==> src/rtl/daoc_pkg.sv <==
// constants, types and helpers shared by the dual converter output control
//
// What this block does
// - low two levels offset binary, high two twos
// - stabiliser on only for middle two levels
// - one format input serves both channels
// - overrange flag high when input beyond full scale
// - output enable high floats data and flag
// - each output bus has its own output enable
// - power-down low means normal conversion
// - power-down and enable high means sleep
// - after sleep data invalid for one millisecond
// - power-down high, enable low means nap
// - sleep and nap float all channel outputs
// - channel power states fully independent
// - swap select high keeps buses straight
// - swap select low exchanges the two buses
// - fourteen bit codes, saturate on overrange
// - stabiliser needs hundred samples after clock gap
package daoc_pkg;

  // ***************************************************************
  // widths, levels and codes
  // ***************************************************************
  localparam int CODE_W = 14;
  localparam int CNT_W = 16;
  localparam logic [1:0] LVL_GND = 2'h0;
  localparam logic [1:0] LVL_THIRD = 2'h1;
  localparam logic [1:0] LVL_TWO_THIRDS = 2'h2;
  localparam logic [1:0] LVL_VDD = 2'h3;
  localparam logic [CODE_W-1:0] CODE_MAX = 14'h3fff;
  localparam logic [CODE_W-1:0] CODE_MIN = 14'h0000;

  // ***************************************************************
  // timing
  // ***************************************************************
  localparam int CLK_PERIOD_NS = 100;
  localparam int SLEEP_RECOVERY_US = 1000;
  localparam int SLEEP_RECOVERY_CYC =
    (SLEEP_RECOVERY_US * 1000 + CLK_PERIOD_NS - 1) / CLK_PERIOD_NS;
  localparam int CLK_ABSENT_US = 100;
  localparam int CLK_ABSENT_CYC = CLK_ABSENT_US * 1000 / CLK_PERIOD_NS;
  localparam logic [CNT_W-1:0] NAP_RECOVERY_SAMPLES = 16'h0064;
  localparam logic [CNT_W-1:0] PLL_LOCK_SAMPLES = 16'h0064;

  // ***************************************************************
  // register map
  // ***************************************************************
  localparam logic [7:0] ADR_CTRL = 8'h00;
  localparam logic [7:0] ADR_STATUS = 8'h04;
  localparam logic [7:0] ADR_IRQ_STAT = 8'h08;
  localparam logic [7:0] ADR_IRQ_MASK = 8'h0c;
  localparam int CTRL_OVERRIDE_BIT = 0;
  localparam int CTRL_LVL_LSB = 1;
  localparam logic [2:0] CTRL_RST = 3'h0;
  localparam int IRQ_W = 4;
  localparam int IRQ_OVR_A = 0;
  localparam int IRQ_OVR_B = 1;
  localparam int IRQ_RDY_A = 2;
  localparam int IRQ_RDY_B = 3;
  localparam logic [IRQ_W-1:0] IRQ_RST = 4'h0;
  localparam int STAT_STATE_A_LSB = 0;
  localparam int STAT_STATE_B_LSB = 4;
  localparam int STAT_VALID_A = 8;
  localparam int STAT_VALID_B = 9;
  localparam int STAT_TWOS = 10;
  localparam int STAT_DCS = 11;
  localparam int STAT_SWAP = 12;

  // ***************************************************************
  // types
  // ***************************************************************
  typedef struct packed {
    logic [CODE_W-1:0] code;
    logic over_pos;
    logic over_neg;
  } daoc_conv_t;

  typedef struct packed {
    logic [CODE_W-1:0] code;
    logic ovr;
    logic active;
    logic valid;
  } daoc_chan_t;

  typedef enum logic [3:0] {
    ST_RUN = 4'b0001,
    ST_NAP = 4'b0010,
    ST_SLEEP = 4'b0100,
    ST_WAKE = 4'b1000
  } daoc_pwr_t;

  // ***************************************************************
  // decoding helpers
  // ***************************************************************
  function automatic logic fmt_twos(input logic [1:0] lvl);
    fmt_twos = (lvl == LVL_TWO_THIRDS) || (lvl == LVL_VDD);
  endfunction

  function automatic logic dcs_on(input logic [1:0] lvl);
    dcs_on = (lvl == LVL_THIRD) || (lvl == LVL_TWO_THIRDS);
  endfunction

  function automatic logic [CODE_W-1:0] code_out(input daoc_conv_t c,
                                                 input logic twos);
    logic [CODE_W-1:0] ob;
    ob = c.over_pos ? CODE_MAX : (c.over_neg ? CODE_MIN : c.code);
    code_out = twos ? {~ob[CODE_W-1], ob[CODE_W-2:0]} : ob;
  endfunction

endpackage

==> src/rtl/daoc_chan.sv <==
// one conversion channel: power state, recovery, lock and output word
`timescale 1ns/10ps
`default_nettype none
module daoc_chan #(
  parameter int unsigned SLEEP_CYC = daoc_pkg::SLEEP_RECOVERY_CYC
) (
  input wire logic i_clk,
  input wire logic i_rst_b,
  input wire logic i_sample,
  input wire daoc_pkg::daoc_conv_t i_conv,
  input wire logic i_pd,
  input wire logic i_oe_n,
  input wire logic i_twos,
  input wire logic i_dcs,
  output var daoc_pkg::daoc_chan_t o_chan,
  output var daoc_pkg::daoc_pwr_t o_state,
  output logic o_ready
);

  // ***************************************************************
  // state
  // ***************************************************************
  daoc_pkg::daoc_pwr_t state_reg, state_next;
  logic [daoc_pkg::CNT_W-1:0] wake_reg, wake_next;
  logic ref_down_reg, ref_down_next;
  logic [daoc_pkg::CNT_W-1:0] gap_reg, gap_next;
  logic [daoc_pkg::CNT_W-1:0] lock_reg, lock_next;
  daoc_pkg::daoc_chan_t chan_reg, chan_next;
  logic ready_reg, ready_next;

  // power state machine, recovery counting and output word
  always_comb
  begin
    state_next = state_reg;
    wake_next = wake_reg;
    ref_down_next = ref_down_reg;
    ready_next = 1'b0;
    case (state_reg)
      daoc_pkg::ST_RUN:
      begin
        ref_down_next = 1'b0;
        if (i_pd)
          state_next = i_oe_n ? daoc_pkg::ST_SLEEP : daoc_pkg::ST_NAP;
      end
      daoc_pkg::ST_NAP:
      begin
        if (!i_pd)
        begin
          state_next = daoc_pkg::ST_WAKE;
          wake_next = ref_down_reg ? daoc_pkg::CNT_W'(SLEEP_CYC)
                                   : daoc_pkg::NAP_RECOVERY_SAMPLES;
        end
        else if (i_oe_n)
          state_next = daoc_pkg::ST_SLEEP;
      end
      daoc_pkg::ST_SLEEP:
      begin
        ref_down_next = 1'b1;
        if (!i_pd)
        begin
          state_next = daoc_pkg::ST_WAKE;
          wake_next = daoc_pkg::CNT_W'(SLEEP_CYC);
        end
        else if (!i_oe_n)
          state_next = daoc_pkg::ST_NAP;
      end
      daoc_pkg::ST_WAKE:
      begin
        if (i_pd)
          state_next = i_oe_n ? daoc_pkg::ST_SLEEP : daoc_pkg::ST_NAP;
        else if (ref_down_reg || i_sample)
        begin
          if (wake_reg <= 16'h0001)
          begin
            state_next = daoc_pkg::ST_RUN;
            ready_next = 1'b1;
          end
          else
            wake_next = wake_reg - 16'h0001;
        end
      end
      default:
        state_next = daoc_pkg::ST_SLEEP;
    endcase
    // sample gap watch and stabiliser lock
    if (i_sample)
      gap_next = '0;
    else if (gap_reg == daoc_pkg::CNT_W'(daoc_pkg::CLK_ABSENT_CYC))
      gap_next = gap_reg;
    else
      gap_next = gap_reg + 16'h0001;
    if (!i_dcs)
      lock_next = '0;
    else if (gap_reg == daoc_pkg::CNT_W'(daoc_pkg::CLK_ABSENT_CYC))
      lock_next = daoc_pkg::PLL_LOCK_SAMPLES;
    else if (i_sample && lock_reg != '0)
      lock_next = lock_reg - 16'h0001;
    else
      lock_next = lock_reg;
    chan_next = chan_reg;
    if (i_sample && state_reg == daoc_pkg::ST_RUN)
    begin
      chan_next.code = daoc_pkg::code_out(i_conv, i_twos);
      chan_next.ovr = i_conv.over_pos | i_conv.over_neg;
    end
    chan_next.active = (state_next == daoc_pkg::ST_RUN) ||
                       (state_next == daoc_pkg::ST_WAKE);
    chan_next.valid = (state_next == daoc_pkg::ST_RUN) &&
                      (lock_next == '0);
  end

  // registers of the channel
  always_ff @(posedge i_clk or negedge i_rst_b)
  begin
    if (!i_rst_b)
    begin
      state_reg <= daoc_pkg::ST_SLEEP;
      wake_reg <= '0;
      ref_down_reg <= 1'b1;
      gap_reg <= daoc_pkg::CNT_W'(daoc_pkg::CLK_ABSENT_CYC);
      lock_reg <= '0;
      chan_reg <= '0;
      ready_reg <= 1'b0;
    end
    else
    begin
      state_reg <= state_next;
      wake_reg <= wake_next;
      ref_down_reg <= ref_down_next;
      gap_reg <= gap_next;
      lock_reg <= lock_next;
      chan_reg <= chan_next;
      ready_reg <= ready_next;
    end
  end

  assign o_chan = chan_reg;
  assign o_state = state_reg;
  assign o_ready = ready_reg;
endmodule
`default_nettype wire

==> src/rtl/daoc_top.sv <==
// top of the dual converter output control with its register slave
`timescale 1ns/10ps
`default_nettype none
module daoc_top #(
  parameter int unsigned SLEEP_CYC = daoc_pkg::SLEEP_RECOVERY_CYC
) (
  input wire logic I_CLOCK,
  input wire logic I_RST_B,
  input wire logic I_WB_CYC,
  input wire logic I_WB_STB,
  input wire logic I_WB_WE,
  input wire logic [7:0] I_WB_ADR,
  input wire logic [3:0] I_WB_SEL,
  input wire logic [31:0] I_WB_DAT,
  output logic [31:0] O_WB_DAT,
  output logic O_WB_ACK,
  output logic O_IRQ,
  input wire logic [1:0] I_MODE_LEVEL,
  input wire logic I_POWER_DOWN_REQUEST_CHAN_A,
  input wire logic I_POWER_DOWN_REQUEST_CHAN_B,
  input wire logic I_OUTPUT_ENABLE_N_CHAN_A,
  input wire logic I_OUTPUT_ENABLE_N_CHAN_B,
  input wire logic I_BUS_SWAP_SELECT,
  input wire logic I_SAMPLE_CLOCK_CHAN_A,
  input wire logic I_SAMPLE_CLOCK_CHAN_B,
  input wire daoc_pkg::daoc_conv_t I_CONV_A,
  input wire daoc_pkg::daoc_conv_t I_CONV_B,
  output logic [13:0] O_OUTPUT_BUS_A,
  output logic O_OUTPUT_BUS_A_OE,
  output logic [13:0] O_OUTPUT_BUS_B,
  output logic O_OUTPUT_BUS_B_OE,
  output logic O_OVERRANGE_FLAG_BUS_A,
  output logic O_OVERRANGE_FLAG_BUS_A_OE,
  output logic O_OVERRANGE_FLAG_BUS_B,
  output logic O_OVERRANGE_FLAG_BUS_B_OE,
  output logic O_DATA_VALID_BUS_A,
  output logic O_DATA_VALID_BUS_B,
  output logic O_TWOS_FORMAT,
  output logic O_STABILISER_ON,
  output logic O_REF_POWER_CHAN_A,
  output logic O_REF_POWER_CHAN_B
);

  // ***************************************************************
  // pin synchronisers
  // ***************************************************************
  localparam int SYNC_W = 9;
  logic [SYNC_W-1:0] pins;
  logic [SYNC_W-1:0] sync1_reg, sync2_reg;
  logic [1:0] smp_prev_reg;
  logic [1:0] mode_pin;
  logic pd_a, pd_b, oen_a, oen_b, swap, smp_a, smp_b;
  logic [1:0] smp_pulse;

  // gather the pins into one vector
  assign pins = {I_MODE_LEVEL, I_POWER_DOWN_REQUEST_CHAN_A,
                 I_POWER_DOWN_REQUEST_CHAN_B, I_OUTPUT_ENABLE_N_CHAN_A,
                 I_OUTPUT_ENABLE_N_CHAN_B, I_BUS_SWAP_SELECT,
                 I_SAMPLE_CLOCK_CHAN_A, I_SAMPLE_CLOCK_CHAN_B};

  // two flops per pin, then a delayed copy for edge finding
  always_ff @(posedge I_CLOCK or negedge I_RST_B)
  begin
    if (!I_RST_B)
    begin
      sync1_reg <= '0;
      sync2_reg <= '0;
      smp_prev_reg <= '0;
    end
    else
    begin
      sync1_reg <= pins;
      sync2_reg <= sync1_reg;
      smp_prev_reg <= sync2_reg[1:0];
    end
  end

  // split the synchronised vector
  assign {mode_pin, pd_a, pd_b, oen_a, oen_b, swap, smp_a, smp_b} = sync2_reg;
  assign smp_pulse = {smp_a, smp_b} & ~smp_prev_reg; // rising sample edges

  // ***************************************************************
  // register slave
  // ***************************************************************
  logic [2:0] ctrl_reg, ctrl_next;
  logic [daoc_pkg::IRQ_W-1:0] stat_reg, stat_next;
  logic [daoc_pkg::IRQ_W-1:0] mask_reg, mask_next;
  logic [daoc_pkg::IRQ_W-1:0] events;
  logic [1:0] ovr_prev_reg, ovr_prev_next;
  logic ack_reg, ack_next;
  logic [31:0] rdat_reg, rdat_next;
  logic [31:0] status_word;
  logic access, wr_byte0;
  logic [1:0] lvl_eff;
  daoc_pkg::daoc_chan_t chan_a, chan_b;
  daoc_pkg::daoc_pwr_t state_a, state_b;
  logic ready_a, ready_b;
  logic twos_reg, twos_next, dcs_reg, dcs_next;

  // one access per request, acked one cycle after it is seen
  assign access = I_WB_CYC & I_WB_STB & ~ack_reg;
  assign wr_byte0 = access & I_WB_WE & I_WB_SEL[0];

  // format and stabiliser level, pin or software override
  assign lvl_eff = ctrl_reg[daoc_pkg::CTRL_OVERRIDE_BIT] ?
                   ctrl_reg[daoc_pkg::CTRL_LVL_LSB +: 2] : mode_pin;
  assign events = {ready_b, ready_a,
                   chan_b.ovr & ~ovr_prev_reg[1],
                   chan_a.ovr & ~ovr_prev_reg[0]};

  // readable state of both channels
  always_comb
  begin
    status_word = '0;
    status_word[daoc_pkg::STAT_STATE_A_LSB +: 4] = state_a;
    status_word[daoc_pkg::STAT_STATE_B_LSB +: 4] = state_b;
    status_word[daoc_pkg::STAT_VALID_A] = chan_a.valid;
    status_word[daoc_pkg::STAT_VALID_B] = chan_b.valid;
    status_word[daoc_pkg::STAT_TWOS] = twos_reg;
    status_word[daoc_pkg::STAT_DCS] = dcs_reg;
    status_word[daoc_pkg::STAT_SWAP] = swap;
  end

  // next values of the bus registers, the event flags and the mode
  always_comb
  begin
    ack_next = access;
    rdat_next = rdat_reg;
    ctrl_next = ctrl_reg;
    mask_next = mask_reg;
    stat_next = stat_reg;
    if (access && !I_WB_WE)
    begin
      case (I_WB_ADR)
        daoc_pkg::ADR_CTRL: rdat_next = {29'h0, ctrl_reg};
        daoc_pkg::ADR_STATUS: rdat_next = status_word;
        daoc_pkg::ADR_IRQ_STAT: rdat_next = {28'h0, stat_reg};
        daoc_pkg::ADR_IRQ_MASK: rdat_next = {28'h0, mask_reg};
        default: rdat_next = 32'h0;
      endcase
    end
    if (wr_byte0 && I_WB_ADR == daoc_pkg::ADR_CTRL)
      ctrl_next = I_WB_DAT[2:0];
    if (wr_byte0 && I_WB_ADR == daoc_pkg::ADR_IRQ_MASK)
      mask_next = I_WB_DAT[daoc_pkg::IRQ_W-1:0];
    if (wr_byte0 && I_WB_ADR == daoc_pkg::ADR_IRQ_STAT)
      stat_next = stat_reg & ~I_WB_DAT[daoc_pkg::IRQ_W-1:0];
    stat_next = stat_next | events; // a new event beats the clear
    ovr_prev_next = {chan_b.ovr, chan_a.ovr};
    twos_next = daoc_pkg::fmt_twos(lvl_eff);
    dcs_next = daoc_pkg::dcs_on(lvl_eff);
  end

  // registers of the slave and the mode decode
  always_ff @(posedge I_CLOCK or negedge I_RST_B)
  begin
    if (!I_RST_B)
    begin
      ack_reg <= 1'b0;
      rdat_reg <= '0;
      ctrl_reg <= daoc_pkg::CTRL_RST;
      mask_reg <= daoc_pkg::IRQ_RST;
      stat_reg <= daoc_pkg::IRQ_RST;
      ovr_prev_reg <= '0;
      twos_reg <= 1'b0;
      dcs_reg <= 1'b0;
    end
    else
    begin
      ack_reg <= ack_next;
      rdat_reg <= rdat_next;
      ctrl_reg <= ctrl_next;
      mask_reg <= mask_next;
      stat_reg <= stat_next;
      ovr_prev_reg <= ovr_prev_next;
      twos_reg <= twos_next;
      dcs_reg <= dcs_next;
    end
  end

  assign O_WB_ACK = ack_reg;
  assign O_WB_DAT = rdat_reg;
  assign O_IRQ = |(stat_reg & mask_reg);
  assign O_TWOS_FORMAT = twos_reg;
  assign O_STABILISER_ON = dcs_reg;

  // ***************************************************************
  // channels
  // ***************************************************************
  // each channel sees only its own power-down and enable pins
  daoc_chan #(.SLEEP_CYC(SLEEP_CYC)) u_chan_a (
    .i_clk(I_CLOCK),
    .i_rst_b(I_RST_B),
    .i_sample(smp_pulse[1]),
    .i_conv(I_CONV_A),
    .i_pd(pd_a),
    .i_oe_n(oen_a),
    .i_twos(twos_reg),
    .i_dcs(dcs_reg),
    .o_chan(chan_a),
    .o_state(state_a),
    .o_ready(ready_a)
  );

  daoc_chan #(.SLEEP_CYC(SLEEP_CYC)) u_chan_b (
    .i_clk(I_CLOCK),
    .i_rst_b(I_RST_B),
    .i_sample(smp_pulse[0]),
    .i_conv(I_CONV_B),
    .i_pd(pd_b),
    .i_oe_n(oen_b),
    .i_twos(twos_reg),
    .i_dcs(dcs_reg),
    .o_chan(chan_b),
    .o_state(state_b),
    .o_ready(ready_b)
  );

  // ***************************************************************
  // bus routing and drivers
  // ***************************************************************
  daoc_pkg::daoc_chan_t bus_a_reg, bus_a_next, bus_b_reg, bus_b_next;
  logic oe_a_reg, oe_a_next, oe_b_reg, oe_b_next;

  // swap select high keeps channels on their own buses, low swaps them
  always_comb
  begin
    bus_a_next = swap ? chan_a : chan_b;
    bus_b_next = swap ? chan_b : chan_a;
    oe_a_next = ~oen_a & bus_a_next.active;
    oe_b_next = ~oen_b & bus_b_next.active;
  end

  // output flops feeding the pads
  always_ff @(posedge I_CLOCK or negedge I_RST_B)
  begin
    if (!I_RST_B)
    begin
      bus_a_reg <= '0;
      bus_b_reg <= '0;
      oe_a_reg <= 1'b0;
      oe_b_reg <= 1'b0;
    end
    else
    begin
      bus_a_reg <= bus_a_next;
      bus_b_reg <= bus_b_next;
      oe_a_reg <= oe_a_next;
      oe_b_reg <= oe_b_next;
    end
  end

  // data and flag share one enable per bus
  assign O_OUTPUT_BUS_A = bus_a_reg.code;
  assign O_OUTPUT_BUS_B = bus_b_reg.code;
  assign O_OVERRANGE_FLAG_BUS_A = bus_a_reg.ovr;
  assign O_OVERRANGE_FLAG_BUS_B = bus_b_reg.ovr;
  assign O_OUTPUT_BUS_A_OE = oe_a_reg;
  assign O_OUTPUT_BUS_B_OE = oe_b_reg;
  assign O_OVERRANGE_FLAG_BUS_A_OE = oe_a_reg;
  assign O_OVERRANGE_FLAG_BUS_B_OE = oe_b_reg;
  assign O_DATA_VALID_BUS_A = bus_a_reg.valid & oe_a_reg;
  assign O_DATA_VALID_BUS_B = bus_b_reg.valid & oe_b_reg;
  assign O_REF_POWER_CHAN_A = (state_a != daoc_pkg::ST_SLEEP);
  assign O_REF_POWER_CHAN_B = (state_b != daoc_pkg::ST_SLEEP);
endmodule
`default_nettype wire

==> config.mk <==
export PLATFORM = sky130hd
export DESIGN_NAME = daoc_top
export DESIGN_NICKNAME = d
export VERILOG_FILES = /design/src/rtl/daoc_pkg.sv /design/src/rtl/daoc_chan.sv /design/src/rtl/daoc_top.sv
export SDC_FILE = /design/constraint.sdc
export NUM_CORES = 1
export LEC_CHECK = 0
export BUFFER_PORTS_ARGS = -buffer_cell sky130_fd_sc_hd__buf_4
export CAP_MARGIN = 40
export CORE_AREA = 5 5 150 152
export DETAILED_ROUTE_END_ITERATION = 12
export DIE_AREA = 0 0 155 157
export GPL_TIMING_DRIVEN = 1
export PLACE_DENSITY = 0.76
export SLEW_MARGIN = 20
export SYNTH_ARGS = -nofsm -noshare
export SYNTH_HDL_FRONTEND = slang
export SYNTH_SLANG_ARGS = --single-unit
==> constraint.sdc <==
create_clock -name I_CLOCK -period 3.1 [get_ports I_CLOCK]
set_clock_uncertainty 0.15 [all_clocks]
set_input_delay 0.62 -clock I_CLOCK [delete_from_list [all_inputs] [get_ports I_CLOCK]]
set_output_delay 0.62 -clock I_CLOCK [all_outputs]
set_load 0.05 [all_outputs]
# After elaboration in Yosys (flattened, before gate mapping)
# Cells that the tools add are included.
# totals
ff_bits	244
out_inout_bits	74
elab_cells	200
# op_classes
n_addsub	6
magnitude_cmp	2
eq_ne	34
n_mux	65
bitwise_logic	25
reduce_logical	29
# op_table
op	n
$mux 16	20
$mux 14	8
$pmux 16 s3	2
$mux 4	17
$sub 16x1->16 const B	4
$pmux 13 s4	1
$mux 17	2
$add 16x1->16 const B	2
$eq 16x10->1 const B	2
$le 16x1->1 const B	2
$logic_not 16->1	2
$pmux 4 s4	2
$reduce_bool 16->1	2
$ne 2x2->1 const B	10
$eq 4x1->1 const B	4
$eq 4x4->1 const B	4
$eq 8x4->1 const B	2
$reduce_and 6->1	2
$and 1x1->1	10
$logic_and 1x1->1	10
$and 4x4->4	2
$eq 4x2->1 const B	2
$eq 4x3->1 const B	2
$eq 8x3->1 const B	1
20 further kinds	46

# Depth between registers and ports, before layout
# Gate-level depths: netlist of the first run.
# depth
depth_word	8
depth_mapped	10

# Cells and area by module
# From an unflattened synthesis of the first run, not the netlist that was laid out.
# unflattened
hier_cells	1069
hier_area_um2	10954.3
# by_module_without_submodules
mod	instances	cells_each	area_per_inst_um2
daoc_chan at u_chan_a	1	410	3837.4
daoc_chan at u_chan_b	1	393	3612.2
daoc_top	1	266	3504.6

# Worst setup path after synthesis of the first run
# No wires, ideal clock.
# synth_path
kind	reg2reg
from	reg u_chan_b.lock_reg[0] (netlist name)
to	reg u_chan_b.chan_reg, in the netlist u_chan_b.o_chan[0]
setup_ps	96
t_arrival_ps	2852
required_ps	2854
setup_slack_ps	3
path_stages_with_launch	10
path_buffers	0
synth_period_minus_slack_ps	3097
path_cell_list	dfrtp_1 -> inv_1 -> ha_1 -> or4b_2 -> or4_1 -> nand2_1 -> a221oi_1 -> or4_1 -> or3_1 -> nor4_2
# synth_rtl
element	line	text
start: declaration	daoc_chan.sv:27	logic [daoc_pkg::CNT_W-1:0] lock_reg, lock_next;
start signal: assignment	daoc_chan.sv:131	lock_reg <= lock_next;
end signal: assignment	daoc_chan.sv:132	chan_reg <= chan_next;
end: declaration	daoc_chan.sv:28	daoc_pkg::daoc_chan_t chan_reg, chan_next;

==> results of run 1 <==
==> worst paths after layout <==
check                                           start                    end  slack [ns]  depth (start not counted)
max in group asynchronous                     I_RST_B    u_chan_b.gap_reg[7]        1.98                          2
worst min register to register           sync1_reg[6]           sync2_reg[6]        0.20                          0
min in group I_CLOCK                  I_MODE_LEVEL[0]           sync1_reg[7]        0.06                          1
worst min-delay path                          I_RST_B  u_chan_a.wake_reg[12]       -0.02                          1
worst max-delay path            u_chan_b.lock_reg[10]     u_chan_b.o_chan[0]        0.08                          7
worst max register to register  u_chan_b.lock_reg[10]     u_chan_b.o_chan[0]        0.08                          7
==> what timing repair did <==
action                                  CTS  global route
endpoints found under the setup margin    1             2
pin swaps                                 0             1
setup buffers                             0             0
gates resized for setup                   2             4
==> per-stage QoR <==
stage               instances  instance area, sq um  TNS (ns)
CTS                      1450                 12600         0
global route             1450                 12600   -0.0459
detailed placement       1404                 11700   -0.0263
finish                   1450                 12600         0
floorplan                1069                 10800         0
global placement         1402                 11700         0
==> critical path: stages (launching register included) <==
cell and delay [ns]:
dfrtp_1 0.38, or4_1 0.64, or2_4 0.32, o31ai_2 0.22, a21oi_1 0.12, or4_1 0.51, or3_1 0.34, nor4_2 0.25
==> synth_stat cells, drive strengths merged, types with 7 or more instances <==
cell type and count:
a21oi 64, a22o 11, a31oi 13, and3 10, buf 57, clkbuf 34, dfrtp 209, dfstp 16
ha 12, inv 31, mux2 41, nand2 75, nand3 27, nand3b 7, nand4 9, nor2 133
nor3 29, nor4 23, o21ai 63, o22a 9, or2 7, or3 20, or4 12, xnor2 34
xor2 29
==> per-layer routing <==
metal	global-route usage [%]	wire (um)	vias up
li1	-	-	3826
met1	26.3	10500	3865
met2	32.5	11400	216
met3	3.00	1370	36
met4	4.42	403	0
met5	0	0	-
==> where the power goes <==
group	leakage, uW	internal [uW]	total [uW]	switching (uW)
registers	0.00262	3130	3360	232
logic	0.00258	517	1390	873
clock network	0.000408	1820	2960	1140
==> logic make-up after synthesis <==
family                     Yosys count  synth area share [%]
other                                1                0.0351
xor gates and xnor gates            63                  5.17
muxes                               47                  5.24
AOI/OAI and AO/OA                  194                  11.2
DFF                                225                  52.9
buffers and inverters              122                  6.15
adders and majority gates           12                  1.41
and+or+nand+nor                    387                  18.0
==> cell type report <==
class / instances / area (sq um) / share of cell area [%]
Clock buffer: 39 / 748 / 5.93
Clock inverter: 7 / 93.8 / 0.744
Inverter: 31 / 116 / 0.922
Multi-Input combinational cell: 722 / 4480 / 35.5
Sequential cell: 225 / 5650 / 44.8
Tap cell: 275 / 344 / 2.73
Timing Repair Buffer: 151 / 1180 / 9.36
==> results.sh, run 1 <==
export IMPL_outcome="finished, violations left"
export IMPL_violations="negative hold slack"
export IMPL_root_buffer="clkbuf_16"
export IMPL_synth_seq_cells=225
export IMPL_rsz0062_at_grt="yes"
export IMPL_syn_to_final_growth_pct=18.1
export IMPL_place_ws_ns=-0.0263
export IMPL_hp_class="primary input to async pin"
export IMPL_final_cell_mix="209 x dfrtp_1, 146 x buf_4, 133 x nor2_1, 74 x nand2_1, 63 x a21oi_1"
export IMPL_wirelength_mm=23.7
export IMPL_fmax_mhz=331
export IMPL_path_class="register to register"
export IMPL_core_area_sq_mm=0.0209
export IMPL_cts_tree="yes"
export IMPL_grtUsageTotal_pct=19.2
export IMPL_syn_cell_area_sq_mm=0.0107
export IMPL_die_w_um=155
export IMPL_syn_avg_cell_area_sq_um=10.2
export IMPL_end_kind="register"
export IMPL_die_h_um=157
export IMPL_ir_drop_v=0.000270
export IMPL_cts_buffer_depth=3
export IMPL_dr_pass1_iters=8
export IMPL_drive_gt1_share_pct=22.9
export IMPL_fill_cells=1691
export IMPL_vias_per_cell=5.48
export IMPL_grt_pass1_wl_mm=38.8
export IMPL_synth_cell_type_count=63
export IMPL_power_density_mw_per_mm2=612
export IMPL_yosys_warnings=0
export IMPL_vias=7943
export IMPL_relSlewSlack_pct=51.0
export IMPL_seq_area_frac_synth_pct=52.9
export IMPL_synth_area_top_cells="dfrtp_1 49%, nor2_1 4.7%, mux2_2 4.3%, dfstp_2 3.9%, buf_4 3.4%"
export IMPL_ctsHoldBuffers=0
export IMPL_initial_core_util_pct=51.1
export IMPL_grt_max_degree=95
export IMPL_synth_top_area_share_pct=49.0
export IMPL_clkLatencyLatePin_ns=0.52
export IMPL_final_core_util_pct=60.4
export IMPL_fin_ws_ns=0.0825
export IMPL_die_area_sq_mm=0.0243
export IMPL_synth_edf_count=0
export IMPL_clk_pin_slew_ns=0.06
export IMPL_required_ns=3.35
export IMPL_power_leakage_uw=0.00561
export IMPL_num_antenna_cells=0
export IMPL_yosysTopAreaCell="dfrtp_1"
export IMPL_rows=53
export IMPL_final_setup_viol_count=0
export IMPL_routedWlPerCell_um=16.4
export IMPL_hold_viol_final=25
export IMPL_hpwl_mm=16.7
export IMPL_port_buffer_count=113
export IMPL_hold_ws_ns=-0.0224
export IMPL_slew_viol_final=0
export IMPL_synth_ff_type="dfrtp_1"
export IMPL_synth_cells=1051
export IMPL_async_flop_share_pct=100
export IMPL_period_share_pct=97.3
export IMPL_power_uw=7710
export IMPL_crit_path_start_kind="register"
export IMPL_cts_sinks=225
export IMPL_drc=0
export IMPL_ant_nets=0
export IMPL_grt_overflow=0
export IMPL_gp_congestion=0.868
export IMPL_min_period_ns=3.02
export IMPL_cts_buffers=25
export IMPL_antenna_found_initial=0
export IMPL_fin_nets=1258
export IMPL_tightest_slew_ns=0.735
export IMPL_htreeDepth=1
export IMPL_mostFrequentLayoutCell="dfrtp_1"
export IMPL_io_pins=164
export IMPL_cp_arrival_ns=3.26
export IMPL_grt_pass1_vias=7807
export IMPL_drtIter0Drc=554
export IMPL_drv_cap=0
export IMPL_path_max_fanout=7
Note: power is estimated with default switching activity, not from simulation.
==> inputs of run 2 (changes only) <==
--- a/config.mk
+++ b/config.mk
@@ -7,11 +7,12 @@
 export LEC_CHECK = 0
 export BUFFER_PORTS_ARGS = -buffer_cell sky130_fd_sc_hd__buf_4
 export CAP_MARGIN = 40
-export CORE_AREA = 5 5 150 152
+export CORE_AREA = 5 5 143 145
 export DETAILED_ROUTE_END_ITERATION = 12
-export DIE_AREA = 0 0 155 157
+export DIE_AREA = 0 0 148 150
 export GPL_TIMING_DRIVEN = 1
-export PLACE_DENSITY = 0.76
+export MAX_ROUTING_LAYER = met4
+export PLACE_DENSITY = 0.79
 export SLEW_MARGIN = 20
 export SYNTH_ARGS = -nofsm -noshare
 export SYNTH_HDL_FRONTEND = slang
==> constraint.sdc (replaced) <==
create_clock -name I_CLOCK -period 2.9 [get_ports I_CLOCK]
set_clock_uncertainty 0.15 [all_clocks]
set_input_delay 0.58 -clock I_CLOCK [delete_from_list [all_inputs] [get_ports I_CLOCK]]
set_output_delay 0.58 -clock I_CLOCK [all_outputs]
set_load 0.05 [all_outputs]
==> run 2 against run 1 <==
The flow finishes with violations (negative setup slack). Flip-flop and latch count unchanged. Setup slack worse by 0.15 ns. Die area down 8.8%. Register-to-register slack worse by 0.15 ns. Routed wire length up 2.7%. Power up 5.2%. Sequential power up 7.1%. Critical path depth unchanged. Utilization up 6.0 points. Combinational power up 7%. Sequential share of layout area down 0.17 points. Critical path type unchanged. Critical endpoint unchanged.
==> results.sh, run 2 (synthesis gave the netlist of run 1 again) <==
export IMPL_ir_drop_v=0.000489
export IMPL_critPathMostFrequentCell="nor4_4"
export IMPL_power_leakage_uw=0.00565
export IMPL_clkLatencyLatePin_ns=0.52
export IMPL_die_area_sq_mm=0.0222
export IMPL_power_uw=8110
export IMPL_ff_latch_area_sq_mm=0.00565
export IMPL_drtIter0Drc=503
export IMPL_min_period_ns=2.97
export IMPL_core_area_sq_mm=0.0191
export IMPL_fin_nets=1268
export IMPL_grt_pass1_vias=7903
export IMPL_cpMaxStageDelayCell="or4_4"
export IMPL_rsz0062_at_grt="yes"
export IMPL_end_kind="register"
export IMPL_place_ws_ns=-0.0717
export IMPL_syn_to_final_growth_pct=18.5
export IMPL_wirelength_mm=24.4
export IMPL_htreeDepth=1
export IMPL_cts_tree="yes"
export IMPL_fill_cells=1452
export IMPL_vias_per_cell=5.71
export IMPL_vias=8124
export IMPL_path_class="register to register"
export IMPL_drv_cap=0
export IMPL_hp_class="primary input to register"
export IMPL_drc=0
export IMPL_cts_buffers=24
export IMPL_grt_pass1_wl_mm=39.6
export IMPL_clk_pin_slew_ns=0.06
export IMPL_multiInputGateArea_sq_mm=0.00452
export IMPL_cp_arrival_ns=3.24
export IMPL_antenna_found_initial=0
export IMPL_power_density_mw_per_mm2=641
export IMPL_period_share_pct=102
export IMPL_path_cells="or4_4 -> nor4_4 -> or3_1 -> a21oi_1 -> or4_1 -> or3_4 -> nor4_4"
export IMPL_slew_viol_final=0
export IMPL_cts_sinks=225
export IMPL_port_buffer_count=113
export IMPL_hold_viol_final=0
export IMPL_grtUsageTotal_pct=22.2
export IMPL_required_ns=3.17
export IMPL_io_pins=164
export IMPL_hold_ws_ns=0.0177
export IMPL_cts_buffer_depth=3
export IMPL_rows=51
export IMPL_root_buffer="clkbuf_16"
export IMPL_crit_path_start_kind="register"
export IMPL_final_setup_viol_count=1
export IMPL_drive_gt1_share_pct=23.8
export IMPL_fmax_mhz=337
export IMPL_path_max_fanout=7
export IMPL_setup_tns_ns=-0.0658
export IMPL_dr_pass1_iters=5
export IMPL_die_w_um=148
export IMPL_violations="negative setup slack"
export IMPL_gp_congestion=0.885
export IMPL_initial_core_util_pct=56.0
export IMPL_outcome="finished, violations left"
export IMPL_die_h_um=150
export IMPL_grt_max_degree=83
export IMPL_relSlewSlack_pct=56.8
export IMPL_ant_nets=0
export IMPL_final_cell_mix="209 x dfrtp_1, 151 x buf_4, 133 x nor2_1, 74 x nand2_1, 63 x a21oi_1"
export IMPL_tightest_slew_ns=0.648
export IMPL_final_core_util_pct=66.4
export IMPL_routedWlPerCell_um=17.1
export IMPL_fin_ws_ns=-0.0658
export IMPL_grt_overflow=0
export IMPL_slowest_delay_ns=0.60
export IMPL_num_antenna_cells=0
export IMPL_mostFrequentLayoutCell="dfrtp_1"
export IMPL_hpwl_mm=16.8
run 2: cell count changes in the layout (fill, tap and decap cells not counted), sizes merged:
| cell | delta |
|---|---|
| buf | +6 |
| clkbuf | -6 |
| clkinv | +5 |
| dlygate4sd3 | +5 |
| bufinv | -1 |
run 2: path summary, 6_finish.rpt:
check                                      from                    to  cells past startpoint  slack, ns
max                        u_chan_b.lock_reg[4]    u_chan_b.o_chan[0]                      7      -0.07
min                           I_BUS_SWAP_SELECT          sync1_reg[2]                      1       0.02
max reg2reg                u_chan_b.lock_reg[4]    u_chan_b.o_chan[0]                      7      -0.07
min reg2reg                        sync1_reg[2]          sync2_reg[2]                      0       0.20
max in group asynchronous               I_RST_B    u_chan_b.o_chan[9]                      3       1.34
min in group asynchronous               I_RST_B  u_chan_b.lock_reg[0]                      2       0.50
run 2: final cells by class:
| type | instances | share of cell area (%) |
|---|---|---|
| clock buffer | 33 | 5.49 |
| clock inverter | 11 | 0.751 |
| inverter | 31 | 0.919 |
| multi-input combinational | 722 | 35.7 |
| sequential | 225 | 44.6 |
| tap | 238 | 2.35 |
| timing repair buffer | 162 | 10.1 |
run 2: what timing repair did:
| item | in CTS | in global routing |
|---|---|---|
| pin swaps | 1 | 1 |
| hold buffers | 5 | 0 |
| buffers inserted | 0 | 0 |
| endpoints found under the hold margin | 71 | 0 |
| resized for setup | 3 | 8 |
| endpoints found under the setup margin | 2 | 2 |
run 2: critical path, delay by kind of cell, from the launching register on:
kind,cells,cell delay (ns)
AND/OR/NAND/NOR,6,2.26
flip-flops,1,0.38
AO/OA/AOI/OAI,1,0.11
run 2: per-stage QoR:
step | std cells | cell area, sq um
3_5_place_dp | 1372 | 11800
2_1_floorplan | 1069 | 10800
5_1_grt | 1422 | 12700
3_3_place_gp | 1371 | 11700
4_1_cts | 1421 | 12600
6_report | 1422 | 12700
run 2: per-layer routing:
layer  track usage [%]  wire, um  part of all wire, %
met1              29.0     10600                   43
met3              3.60      1390                  5.7
met4              5.96       476                  2.0
met5                 -         0                    0
met2              36.6     12000                   49
run 2: power breakdown:
part | internal (uW) | switching [uW] | leakage, uW
Sequential | 3350 | 252 | 0.00262
Clock | 1780 | 1250 | 0.000390
Combinational | 557 | 930 | 0.00264
Total | 5680 | 2430 | 0.00565
==> inputs of run 3 (changes only) <==
--- a/config.mk
+++ b/config.mk
@@ -6,13 +6,14 @@
 export NUM_CORES = 1
 export LEC_CHECK = 0
 export BUFFER_PORTS_ARGS = -buffer_cell sky130_fd_sc_hd__buf_4
-export CAP_MARGIN = 40
+export CAP_MARGIN = 10
 export CORE_AREA = 5 5 143 145
 export DETAILED_ROUTE_END_ITERATION = 12
 export DIE_AREA = 0 0 148 150
 export GPL_TIMING_DRIVEN = 1
 export MAX_ROUTING_LAYER = met4
 export PLACE_DENSITY = 0.79
+export RECOVER_POWER = 25
 export SLEW_MARGIN = 20
 export SYNTH_ARGS = -nofsm -noshare
 export SYNTH_HDL_FRONTEND = slang
==> run 3 against run 2 <==
The run ends with max-capacitance violations, max-slew violations, negative setup slack left. Die area did not move. Power rose by 5.0%. Fmax rose by 0.37%. Critical path depth did not move. Register-to-register slack barely moved. Highest routed layer unchanged.
==> results.sh, run 3 (synthesis gave the netlist of run 1 again) <==
export IMPL_crit_path_start_kind="register"
export IMPL_routedWlPerCell_um=17.0
export IMPL_hold_ws_ns=0.0443
export IMPL_hpwl_mm=16.7
export IMPL_htreeDepth=1
export IMPL_drc=0
export IMPL_final_setup_viol_count=1
export IMPL_path_cells="or4_4 -> or4_4 -> nand2_4 -> a221oi_1 -> or4_1 -> or3_1 -> nor4_2"
export IMPL_setup_tns_ns=-0.0550
export IMPL_hold_viol_final=0
export IMPL_required_ns=3.17
export IMPL_hp_start="I_OUTPUT_ENABLE_N_CHAN_B"
export IMPL_vias=8099
export IMPL_holdPathEnd="sync1_reg[3]"
export IMPL_final_cell_mix="209 x dfrtp_1, 142 x buf_4, 133 x nor2_1, 74 x nand2_1, 63 x a21oi_1"
export IMPL_drtIter0Drc=528
export IMPL_cts_tree="yes"
export IMPL_vias_per_cell=5.70
export IMPL_grt_max_degree=83
export IMPL_timing_rr_start="u_chan_b.lock_reg[7]"
export IMPL_fin_nets=1268
export IMPL_placedCellCount=1371
export IMPL_die_area_sq_mm=0.0222
export IMPL_io_pins=164
export IMPL_die_w_um=148
export IMPL_rows=51
export IMPL_critical_path_n_buffers_inverters=0
export IMPL_wirelength_mm=24.1
export IMPL_root_buffer="clkbuf_16"
export IMPL_fin_ws_ns=-0.0550
export IMPL_clkLatencyLatePin_ns=0.52
export IMPL_ir_drop_v=0.000462
export IMPL_slew_viol_final=80
export IMPL_outcome="finished, violations left"
export IMPL_whs_path_depth=1
export IMPL_path_class="register to register"
export IMPL_crit_family="simple AND/OR/NAND/NOR gates"
export IMPL_initial_core_util_pct=56.0
export IMPL_dr_pass1_iters=5
export IMPL_grt_pass1_wl_mm=39.9
export IMPL_die_h_um=150
export IMPL_ant_nets=0
export IMPL_cts_sinks=225
export IMPL_cpMaxStageDelayCell="or4_4"
export IMPL_min_period_ns=2.95
export IMPL_grtUsageTotal_pct=22.4
export IMPL_end_kind="register"
export IMPL_instances_no_fill=1422
export IMPL_relSlewSlack_pct=-27.1
export IMPL_critPathMostFrequentCell="or4_4"
export IMPL_rsz0062_at_grt="yes"
export IMPL_dpl_cell_area_sq_mm=0.0117
export IMPL_fin_area_sq_mm=0.0127
export IMPL_cts_buffers=24
export IMPL_ff2ff_setup_slack_ns=-0.05
export IMPL_rr_endpoint="u_chan_b.o_chan[0]"
export IMPL_gp_congestion=0.885
export IMPL_syn_to_final_growth_pct=19.1
export IMPL_cp_arrival_ns=3.23
export IMPL_grt_overflow=0
export IMPL_cts_buffer_depth=3
export IMPL_num_antenna_cells=0
export IMPL_core_area_sq_mm=0.0191
export IMPL_mostFrequentLayoutCell="dfrtp_1"
export IMPL_antenna_found_initial=0
export IMPL_drive_gt1_share_pct=23.2
export IMPL_clk_pin_slew_ns=0.06
export IMPL_slowest_delay_ns=0.59
export IMPL_hp_class="primary input to register"
export IMPL_power_density_mw_per_mm2=670
export IMPL_port_buffer_count=113
export IMPL_period_share_pct=102
export IMPL_r2r_cells=7
export IMPL_fmax_mhz=338
export IMPL_path_max_fanout=4
export IMPL_tightest_slew_ns=1.91
export IMPL_grt_pass1_vias=7922
export IMPL_violations="max-capacitance violations, max-slew violations, negative setup slack"
export IMPL_power_leakage_uw=0.00569
export IMPL_drv_cap=1
## run 3: cell type report
type | count | area (sq um)
inverter | 31 | 116
tap | 238 | 298
timing repair buffer | 162 | 1260
clock inverter | 12 | 246
sequential | 225 | 5650
fill | 1439 | 6360
multi-input combinational | 722 | 4500
clock buffer | 32 | 651
## run 3: per-layer routing
layer,global-route usage (%),share of wire (%),up-vias
li1,-,-,3838
met1,29.7,43,3986
met2,36.9,49,238
met3,3.45,6.0,37
met4,5.54,1.8,0
met5,-,0,-
## run 3: where the power goes
| group | total (uW) | internal (uW) | switching [uW] |
|---|---|---|---|
| registers | 3600 | 3350 | 252 |
| logic | 1490 | 557 | 934 |
| clock network | 3430 | 2200 | 1230 |
| total | 8520 | 6110 | 2420 |
## run 3: how the worst max path moves through the flow
| stage | endpoint | from | cells past startpoint |
|---|---|---|---|
| final | u_chan_b.o_chan[0] | u_chan_b.lock_reg[7] | 7 |
| after global routing | u_chan_b.o_chan[0] | u_chan_b.lock_reg[0] | 9 |
| after CTS | u_chan_b.o_chan[0] | u_chan_b.lock_reg[7] | 7 |
| after detailed placement | u_chan_b.o_chan[0] | u_chan_b.lock_reg[11] | 8 |
| after global placement | u_chan_b.o_chan[0] | u_chan_b.lock_reg[10] | 8 |
| after floorplan | u_chan_b.o_chan[0] | u_chan_b.lock_reg[6] | 8 |
## run 3: worst register-to-register path: stages, from the launching register on
cell,delay [ns]
dfrtp_1,0.39
or4_4,0.59
or4_4,0.58
nand2_4,0.08
a221oi_1,0.08
or4_1,0.41
or3_1,0.38
nor4_2,0.21
## run 3: metrics by stage
| step | utilization [%] | power (uW) | setup WS, ns |
|---|---|---|---|
| 2_1_floorplan | - | 4640 | 0.00488 |
| 3_3_place_gp | 61.6 | 5080 | 0.00819 |
| 3_5_place_dp | 61.6 | 5110 | -0.0675 |
| 4_1_cts | 66.7 | 8580 | -0.0434 |
| 5_1_grt | 66.7 | 8930 | -0.157 |
| 6_report | 66.7 | 8520 | -0.0550 |
## run 3: timing repair
item	4_1_cts	5_1_grt
pin swaps	1	0
hold buffers	6	0
resized for setup	3	3
buffers inserted	1	0
endpoints found under the hold margin	72	0
endpoints found under the setup margin	2	2
